<file path="src/slave_port_consts.svh">
// register offsets, field positions, reset values and timing constants for the slave port
`ifndef SLAVE_PORT_CONSTS_SVH
`define SLAVE_PORT_CONSTS_SVH

`define OFS_DATA_LATCH      8'h08
`define OFS_CTRL_PORT       8'h09
`define OFS_IRQ_FLAGS       8'h0c
`define OFS_STATUS_DIR      8'h89
`define OFS_IRQ_ENABLES     8'h8c
`define OFS_ANALOG_CFG      8'h9f

`define BIT_INPUT_FULL      7
`define BIT_OUTPUT_FULL     6
`define BIT_INPUT_OVERRUN   5
`define BIT_PORT_ENABLE     4
`define BIT_SLAVE_IRQ       7

`define RST_STATUS_DIR      8'h07
`define RST_ZERO8           8'h00
`define RST_DIR3            3'h7
`define ANALOG_FIELD_W      4
`define PHASE_COUNT         2'h3
`define PHASE_TWO           2'h1
`define PHASE_FOUR          2'h3

`endif

</file>
<file path="src/slave_port_pkg.sv">
// types shared by the slave port design
package slave_port_pkg;
  typedef enum logic [2:0] {
    XFER_IDLE = 3'b001,
    XFER_WAIT = 3'b010,
    XFER_DONE = 3'b100
  } end_state_t;
endpackage : slave_port_pkg

</file>
<file path="src/slave_port_sync.sv">
// two-flop synchroniser for the host strobes and chip select
module slave_port_sync #(
  parameter int WIDTH = 3
) (
  input  wire logic             ref_clk_in,
  input  wire logic             rst_n_in,
  input  wire logic             clk_en_in,
  input  wire logic [WIDTH-1:0] async_in,
  output logic      [WIDTH-1:0] sync_out
);
  logic [WIDTH-1:0] meta_q;

  initial begin
    if (WIDTH < 1) begin
      $error("width must be positive");
    end
  end

  // inputs idle high, so reset to ones avoids a fake transfer at release
  always_ff @(posedge ref_clk_in or negedge rst_n_in) begin
    if (!rst_n_in) begin
      meta_q   <= '1;
      sync_out <= '1;
    end else if (clk_en_in) begin
      meta_q   <= async_in;
      sync_out <= meta_q;
    end
  end
endmodule : slave_port_sync

</file>
<file path="src/parallel_slave_port.sv">
// parallel slave port: host strobes, data latches, status flags and register file
`include "slave_port_consts.svh"

// Function
// - enable bit turns pins into slave strobes
// - read strobe and select low drive data
// - write strobe and select low latch data
// - deselected device ignores both strobes
// - separate input and output latches, one address
// - direction register ignored, drive only on reads
// - write starts when select and strobe low
// - input full set phase four after two
// - irq flag set with input full
// - only cpu read of latch clears full in mode
// - second write before read sets overrun
// - output full cleared at read start
// - read end sets irq flag phase four
// - output full stays low until cpu write
// - flags clear outside mode, overrun kept
// - full flags read-only, overrun software cleared
// - irq flag sticky, raises irq when enabled
// - direction bits one input, reset to one
// - software sets inputs and digital config
module parallel_slave_port #(
  parameter int DATA_W = 8
) (
  input  wire logic              ref_clk_in,
  input  wire logic              rst_n_in,
  input  wire logic              clk_en_in,
  input  wire logic [7:0]        reg_addr_in,
  input  wire logic [7:0]        reg_wdata_in,
  input  wire logic              reg_write_in,
  input  wire logic              reg_read_in,
  output logic      [7:0]        reg_rdata_out,
  input  wire logic              host_rd_n_in,
  input  wire logic              host_wr_n_in,
  input  wire logic              host_cs_n_in,
  input  wire logic [DATA_W-1:0] data_pins_in,
  output logic      [DATA_W-1:0] data_pins_out,
  output logic                   data_pins_oe_out,
  output logic                   slave_port_irq_out
);
  initial begin
    if (DATA_W != 8) begin
      $error("slave port data width must be 8");
    end
  end

  logic [2:0]        strobes_s;
  logic [DATA_W-1:0] out_latch_q;
  logic [DATA_W-1:0] in_latch_q;
  logic              input_full_q;
  logic              output_full_q;
  logic              overrun_q;
  logic              port_enable_q;
  logic [2:0]        dir_q;
  logic [7:0]        irq_flags_q;
  logic [7:0]        irq_enables_q;
  logic [7:0]        analog_cfg_q;
  logic [1:0]        phase_q;
  logic              wr_active_q;
  logic              rd_active_q;
  logic              data_oe_q;
  slave_port_pkg::end_state_t wr_state_q;
  slave_port_pkg::end_state_t wr_state_d;
  slave_port_pkg::end_state_t rd_state_q;
  slave_port_pkg::end_state_t rd_state_d;
  logic [DATA_W-1:0] data_s;

  // meta-hardened copies of the host control pins
  slave_port_sync #(
    .WIDTH (3)
  ) u_sync (
    .ref_clk_in (ref_clk_in),
    .rst_n_in   (rst_n_in),
    .clk_en_in  (clk_en_in),
    .async_in   ({host_cs_n_in, host_wr_n_in, host_rd_n_in}),
    .sync_out   (strobes_s)
  );

  // data pins take the same two-flop path as the strobes, so the latch never
  // samples a bus that the host has already released; costs two cycles of lag
  slave_port_sync #(
    .WIDTH (DATA_W)
  ) u_data_sync (
    .ref_clk_in (ref_clk_in),
    .rst_n_in   (rst_n_in),
    .clk_en_in  (clk_en_in),
    .async_in   (data_pins_in),
    .sync_out   (data_s)
  );

  // address decode
  function automatic logic hit(input logic [7:0] addr, input logic [7:0] ofs);
    hit = (addr == ofs);
  endfunction : hit

  wire sel_data    = hit(reg_addr_in, `OFS_DATA_LATCH);
  wire sel_ctrl    = hit(reg_addr_in, `OFS_CTRL_PORT);
  wire sel_flags   = hit(reg_addr_in, `OFS_IRQ_FLAGS);
  wire sel_status  = hit(reg_addr_in, `OFS_STATUS_DIR);
  wire sel_enables = hit(reg_addr_in, `OFS_IRQ_ENABLES);
  wire sel_analog  = hit(reg_addr_in, `OFS_ANALOG_CFG);

  // strobes only count when the mode is on and the chip is selected
  wire cs_low    = port_enable_q && !strobes_s[2];
  wire wr_low    = cs_low && !strobes_s[1];
  wire rd_low    = cs_low && !strobes_s[0];
  wire wr_start  = wr_low && !wr_active_q;
  wire rd_start  = rd_low && !rd_active_q;
  wire wr_end    = wr_active_q && !wr_low;
  wire rd_end    = rd_active_q && !rd_low;
  wire at_two    = (phase_q == `PHASE_TWO);
  wire at_four   = (phase_q == `PHASE_FOUR);
  wire wr_finish = (wr_state_q == slave_port_pkg::XFER_DONE) && at_four;
  wire rd_finish = (rd_state_q == slave_port_pkg::XFER_DONE) && at_four;
  wire cpu_rd_in = reg_read_in && sel_data;
  wire cpu_wr_out = reg_write_in && sel_data;

  // end-of-transfer sequencers: wait for phase two, then fire on phase four
  function automatic slave_port_pkg::end_state_t step(
    input slave_port_pkg::end_state_t st, input logic ended, input logic two);
    case (st)
      slave_port_pkg::XFER_IDLE: step = ended ? slave_port_pkg::XFER_WAIT : st;
      slave_port_pkg::XFER_WAIT: step = two ? slave_port_pkg::XFER_DONE : st;
      slave_port_pkg::XFER_DONE: step = slave_port_pkg::XFER_IDLE;
      default:                   step = slave_port_pkg::XFER_IDLE;
    endcase
  endfunction : step

  // phase four only counts once reached; otherwise hold in done
  always_comb begin
    wr_state_d = step(wr_state_q, wr_end, at_two);
    if (wr_state_q == slave_port_pkg::XFER_DONE && !at_four) begin
      wr_state_d = wr_state_q;
    end
    rd_state_d = step(rd_state_q, rd_end, at_two);
    if (rd_state_q == slave_port_pkg::XFER_DONE && !at_four) begin
      rd_state_d = rd_state_q;
    end
  end

  // read mux; unmapped addresses read zero
  wire [7:0] status_word = {input_full_q, output_full_q, overrun_q, port_enable_q, 1'b0, dir_q};
  wire [7:0] ctrl_word   = {5'h00, host_cs_n_in, host_wr_n_in, host_rd_n_in};
  wire [7:0] rd_mux =
    sel_data    ? (port_enable_q ? in_latch_q : data_pins_in) :
    sel_ctrl    ? ctrl_word :
    sel_flags   ? irq_flags_q :
    sel_status  ? status_word :
    sel_enables ? irq_enables_q :
    sel_analog  ? analog_cfg_q : 8'h00;

  // instruction phase counter and transfer-active trackers
  always_ff @(posedge ref_clk_in or negedge rst_n_in) begin
    if (!rst_n_in) begin
      phase_q     <= 2'h0;
      wr_active_q <= 1'b0;
      rd_active_q <= 1'b0;
      wr_state_q  <= slave_port_pkg::XFER_IDLE;
      rd_state_q  <= slave_port_pkg::XFER_IDLE;
    end else if (clk_en_in) begin
      phase_q     <= (phase_q == `PHASE_COUNT) ? 2'h0 : phase_q + 2'h1;
      wr_active_q <= wr_low;
      rd_active_q <= rd_low;
      wr_state_q  <= wr_state_d;
      rd_state_q  <= rd_state_d;
    end
  end

  // host-side data latch and pin driver
  always_ff @(posedge ref_clk_in or negedge rst_n_in) begin
    if (!rst_n_in) begin
      in_latch_q    <= `RST_ZERO8;
      data_oe_q     <= 1'b0;
      data_pins_out <= `RST_ZERO8;
    end else if (clk_en_in) begin
      if (wr_low) begin
        in_latch_q <= data_s;
      end
      // direction register is not consulted in slave mode
      data_oe_q     <= rd_low;
      data_pins_out <= out_latch_q;
    end
  end
  assign data_pins_oe_out = data_oe_q;

  // status flags; hardware set beats software clear
  always_ff @(posedge ref_clk_in or negedge rst_n_in) begin
    if (!rst_n_in) begin
      input_full_q  <= 1'b0;
      output_full_q <= 1'b0;
      overrun_q     <= 1'b0;
    end else if (clk_en_in) begin
      if (!port_enable_q) begin
        input_full_q  <= 1'b0;
        output_full_q <= 1'b0;
      end else begin
        if (wr_finish) begin
          input_full_q <= 1'b1;
        end else if (cpu_rd_in) begin
          input_full_q <= 1'b0;
        end
        if (rd_start) begin
          output_full_q <= 1'b0;
        end else if (cpu_wr_out) begin
          output_full_q <= 1'b1;
        end
      end
      if (wr_finish && input_full_q && !cpu_rd_in) begin
        overrun_q <= 1'b1;
      end else if (reg_write_in && sel_status) begin
        overrun_q <= reg_wdata_in[`BIT_INPUT_OVERRUN];
      end
    end
  end

  // software registers
  always_ff @(posedge ref_clk_in or negedge rst_n_in) begin
    if (!rst_n_in) begin
      out_latch_q   <= `RST_ZERO8;
      port_enable_q <= 1'b0;
      dir_q         <= `RST_DIR3;
      irq_enables_q <= `RST_ZERO8;
      analog_cfg_q  <= `RST_ZERO8;
    end else if (clk_en_in && reg_write_in) begin
      if (sel_data) begin
        out_latch_q <= reg_wdata_in;
      end
      if (sel_status) begin
        port_enable_q <= reg_wdata_in[`BIT_PORT_ENABLE];
        dir_q         <= reg_wdata_in[2:0];
      end
      if (sel_enables) begin
        irq_enables_q <= reg_wdata_in;
      end
      if (sel_analog) begin
        analog_cfg_q <= reg_wdata_in;
      end
    end
  end

  // interrupt flag register: the slave bit is sticky, set wins
  always_ff @(posedge ref_clk_in or negedge rst_n_in) begin
    if (!rst_n_in) begin
      irq_flags_q <= `RST_ZERO8;
    end else if (clk_en_in) begin
      if (reg_write_in && sel_flags) begin
        irq_flags_q <= reg_wdata_in;
      end
      if (wr_finish || rd_finish) begin
        irq_flags_q[`BIT_SLAVE_IRQ] <= 1'b1;
      end
    end
  end

  // irq output and read data, both registered
  always_ff @(posedge ref_clk_in or negedge rst_n_in) begin
    if (!rst_n_in) begin
      slave_port_irq_out <= 1'b0;
      reg_rdata_out      <= `RST_ZERO8;
    end else if (clk_en_in) begin
      slave_port_irq_out <= irq_flags_q[`BIT_SLAVE_IRQ] && irq_enables_q[`BIT_SLAVE_IRQ];
      reg_rdata_out      <= reg_read_in ? rd_mux : `RST_ZERO8;
    end
  end
endmodule : parallel_slave_port

</file>
<file path="config.mk">
export PLATFORM = sky130hd
export DESIGN_NAME = parallel_slave_port
export DESIGN_NICKNAME = d
export VERILOG_FILES = /design/src/slave_port_pkg.sv /design/src/slave_port_sync.sv /design/src/parallel_slave_port.sv
export VERILOG_INCLUDE_DIRS = /design/src
export SDC_FILE = /design/constraint.sdc
export NUM_CORES = 1
export LEC_CHECK = 0
export BUFFER_PORTS_ARGS = -buffer_cell sky130_fd_sc_hd__buf_4
export CAP_MARGIN = 25
export CORE_ASPECT_RATIO = 0.6
export CORE_MARGIN = 2
export CORE_UTILIZATION = 50
export DETAILED_ROUTE_END_ITERATION = 10
export PLACE_DENSITY_LB_ADDON = 0.05
export SLEW_MARGIN = 20
export SYNTH_ARGS = -nofsm -noshare
export SYNTH_HDL_FRONTEND = slang
export SYNTH_HIERARCHICAL = 1
export SYNTH_SLANG_ARGS = --single-unit
</file>
<file path="constraint.sdc">
create_clock -name ref_clk_in -period 2.3 [get_ports ref_clk_in]
set_input_delay 0.115 -clock ref_clk_in [delete_from_list [all_inputs] [get_ports ref_clk_in]]
set_output_delay 0.115 -clock ref_clk_in [all_outputs]
set_load 0.03 [all_outputs]
</file>
==> summary.txt <==
Power
  – Clock group share of total power: 36.5%
  – Reg power frac: 52.0%
  – Switch share: 24.3%
  – Leakage: 2.41 nW
  – Combinational Power Share: 11.4%
  – Total chip power: 3.66 mW
  – PwrDens: 692 nW/um2
  – Psw: 0.889 mW
  – Max VDD drop: 327 uV
  – Internal power: 2.77 mW

Timing
  – Fin. Hold Viols: 0
  – Post-layout minimum cycle time: 1.77 ns
  – Final setup TNS: 0 ns
  – Skew final: 0.00457 ns
  – Unrepaired setup endpoints after global routing: no
  – Worst slew pin tran: 0.759 ns
  – Worst Hold Slack: 0.0268 ns
  – Final setup fails: 0
  – Max Clock Freq: 0.565 GHz
  – Final worst path period share: 76.9%
  – Max-Slew Margin vs Limit: 48.7%
  – Pins Over Slew Limit: 0

Routing
  – Vias: 3062
  – DRC viols: 0
  – DR vias/cell: 5.84
  – Remaining antenna violation count: 0
  – Per-cell routed wire length: 19.0 um
  – DRT iter0 DRCs: 201
  – Final wirelength: 9970 um
  – Drt pass-1 iters: 4

Global route
  – Vias in the first global route: 2923
  – Pin count of the biggest net entering global routing: 51
  – Tot GR Track Use: 21.7%
  – Antenna violations before repair: 0
  – First-pass GRT wire length: 16400 um
  – GRT overflow: 0

Logic synthesis
  – Sequential fraction of the synthesis area: 54.0%
  – Post-Syn Nets: 386
  – Seq cells post-synth: 96
  – Synth Cell Area: 4510 um2
  – Mapped Cells: 352
  – Syn. warnings: 6
  – EDFF count, synth: 0
  – Dominant synthesized flop cell: dfrtp_1
  – Async SR Flop Fraction: 100%
  – Yosys cell types: 53
  – Syn_area_per_cell: 12.8 um2

Setup path
  – Worst reg2reg setup slack: 0.53 ns
  – Crit. End Element: register
  – Crit path DAT: 2.02 ns
  – CP startpoint kind: register
  – R2r endpoint: overrun_q$_DFFE_PN0P_
  – RR Startpoint: phase_q[0]$_DFFE_PN0P_
  – Slowest cell on crit path: dfrtp_1
  – CP required: 2.55 ns
  – Family with the most delay on the worst path: simple AND/OR/NAND/NOR gates
  – Worst Path Max Fanout: 7
  – Worst stage delay on the critical path: 0.41 ns
  – Critical path type: reg2reg
  – CP Launch Point: phase_q[0]$_DFFE_PN0P_
  – Worst Reg2Reg Path Length in Cells: 6
  – Critical path endpoint: overrun_q$_DFFE_PN0P_
  – Cell Chain, Critical Path: ha_1 > nand2_1 > nor3_1 > and3_1 > o21ai_1 > a21oi_1
  – Levels on crit path: 6
  – Worst path bufs/invs: 0

Floorplan
  – Die area: 9830 um2
  – Die W: 127 um
  – Row count: 26
  – Core area: 8650 um2
  – Io pins: 50
  – Die height: 77.6 um
  – Initial Util: 52.2%

Outcome
  – Outcome: finished, final reports clean

Placed design
  – RePlAce Congestion: 0.847
  – Port buffer count: 49
  – DP Area: 5010 um2
  – HPWL Detailed: 7150 um

Finish
  – Layout cells sized above 1: 43.4%
  – Fin area: 5280 um2
  – Most frequent cells in the layout: dfrtp_1 (69), buf_4 (56), mux2_2 (53)
  – Nets: 441
  – # fillers: 701
  – Antenna cell count: 0
  – Final core occ: 61.0%
  – Commonest non-fill, non-tap cell in the layout: dfrtp_1
  – Syn-to-layout area delta: 17.0%

Min path
  – Hold depth: 2
  – Hold path start: host_rd_n_in
  – Min-delay worst type: in2reg

Clock tree
  – Later-pin clock latency in the skew report: 0.33 ns
  – Post-CTS resize count: 0
  – Clock Sinks: 96
  – CTS Root Cell: clkbuf_16
  – Max Buffers Root-to-Sink: 2
  – TritonCTS buffer count: 9
  – Clock Pin Slew Worst Setup and Hold Paths: 0.06 ns
  – H-tree depth: 3
  – TritonCTS clock tree: done

Job
  – Max-cap violation count: 0
## registers in the layout (all words and copies together), names as in the netlist, 2 cells and up
name,cells
rd_state_q,3
reg_rdata_out,8
u_sync/meta_q,3
u_data_sync/sync_out,8
irq_enables_q,8
wr_state_q,3
u_data_sync/meta_q,8
dir_q,3
analog_cfg_q,8
irq_flags_q,8
out_latch_q,8
data_pins_out,8
phase_q,2
in_latch_q,8
u_sync/sync_out,3
## cells in the mapped netlist, drive strengths merged, types with 2 or more instances
cell     n  area (um2)
or4      2        15.0
dfrtp   69        1730
inv      5        18.8
dfstp   27         709
o21ai   13        65.1
nand4b   2        17.5
or3b     2        20.0
nand4    2        12.5
nand2b  10        62.6
mux2i    7        70.1
nor2    16        77.6
or2      4        25.0
o31ai    3        22.5
nor4     4        46.3
buf     10        73.8
a221oi   3        26.3
a221o    4        40.0
mux2    79         950
nand3    6        30.0
ha       2        25.0
nor3     9        61.3
clkbuf   4        15.0
a32oi    3        26.3
nand2   16        60.1
a21oi   25         125
a22o     2        17.5
a22oi    5        37.5
o21a     2        15.0
nor2b    5        31.3
## layer usage
metal | vias up | routed length (um) | GRT usage [%]
met4 | 0 | 59 | 3.96
li1 | 1414 | - | -
met1 | 1563 | 5190 | 34.7
met3 | 7 | 504 | 4.83
met5 | - | 0 | 0
met2 | 78 | 4220 | 30.3
## cell type report
cell class	instances	area (um2)	share of cell area [%]
clock buffers	11	233	4.41
clock inverters	5	33.8	0.640
inverters	5	18.8	0.355
multi-input cells	237	1970	37.3
flip-flops and latches	96	2440	46.1
well taps	112	140	2.65
repair buffers	58	450	8.53
## worst min path at each step
stage                                   endpoint  slack, ns
floorplan            analog_cfg_q[0]$_DFFE_PN0P_      -0.18
global route        u_sync/meta_q[1]$_DFFE_PN1P_       0.02
detailed placement  reg_rdata_out[0]$_DFFE_PN0P_       0.18
global placement       in_latch_q[2]$_DFFE_PN0P_       0.17
CTS                 u_sync/meta_q[0]$_DFFE_PN1P_       0.01
finish              u_sync/meta_q[0]$_DFFE_PN1P_       0.03
## what timing repair did
action                     in CTS  in global routing
setup buffers                   0                  0
hold buffers                    1                  0
setup endpoints to repair       0                  0
hold endpoints to repair       33                  0
## kinds of logic after synthesis
logic type      count (synthesis)  synth area share, %
fa+ha+maj                       2                0.554
flops                          96                 54.0
simple gates                   83                 11.2
compound gates                 66                 9.34
mux                            86                 22.6
buf+inv                        19                 2.38
## power by group through the flow
stage	sequential [mW]	combinational (mW)	clock, mW
2_1_floorplan	1.92	0.257	0
3_3_place_gp	1.93	0.408	0
3_5_place_dp	1.93	0.419	0
4_1_cts	1.90	0.424	1.38
5_1_grt	1.92	0.465	1.45
6_report	1.90	0.418	1.34
## through the flow
step                instances  setup slack (ns)
detailed placement        507             0.327
floorplan                 352             0.617
global route              524             0.359
global placement          507             0.318
CTS                       524             0.528
finish                    524             0.531
Note: power is estimated with default switching activity, not from simulation.
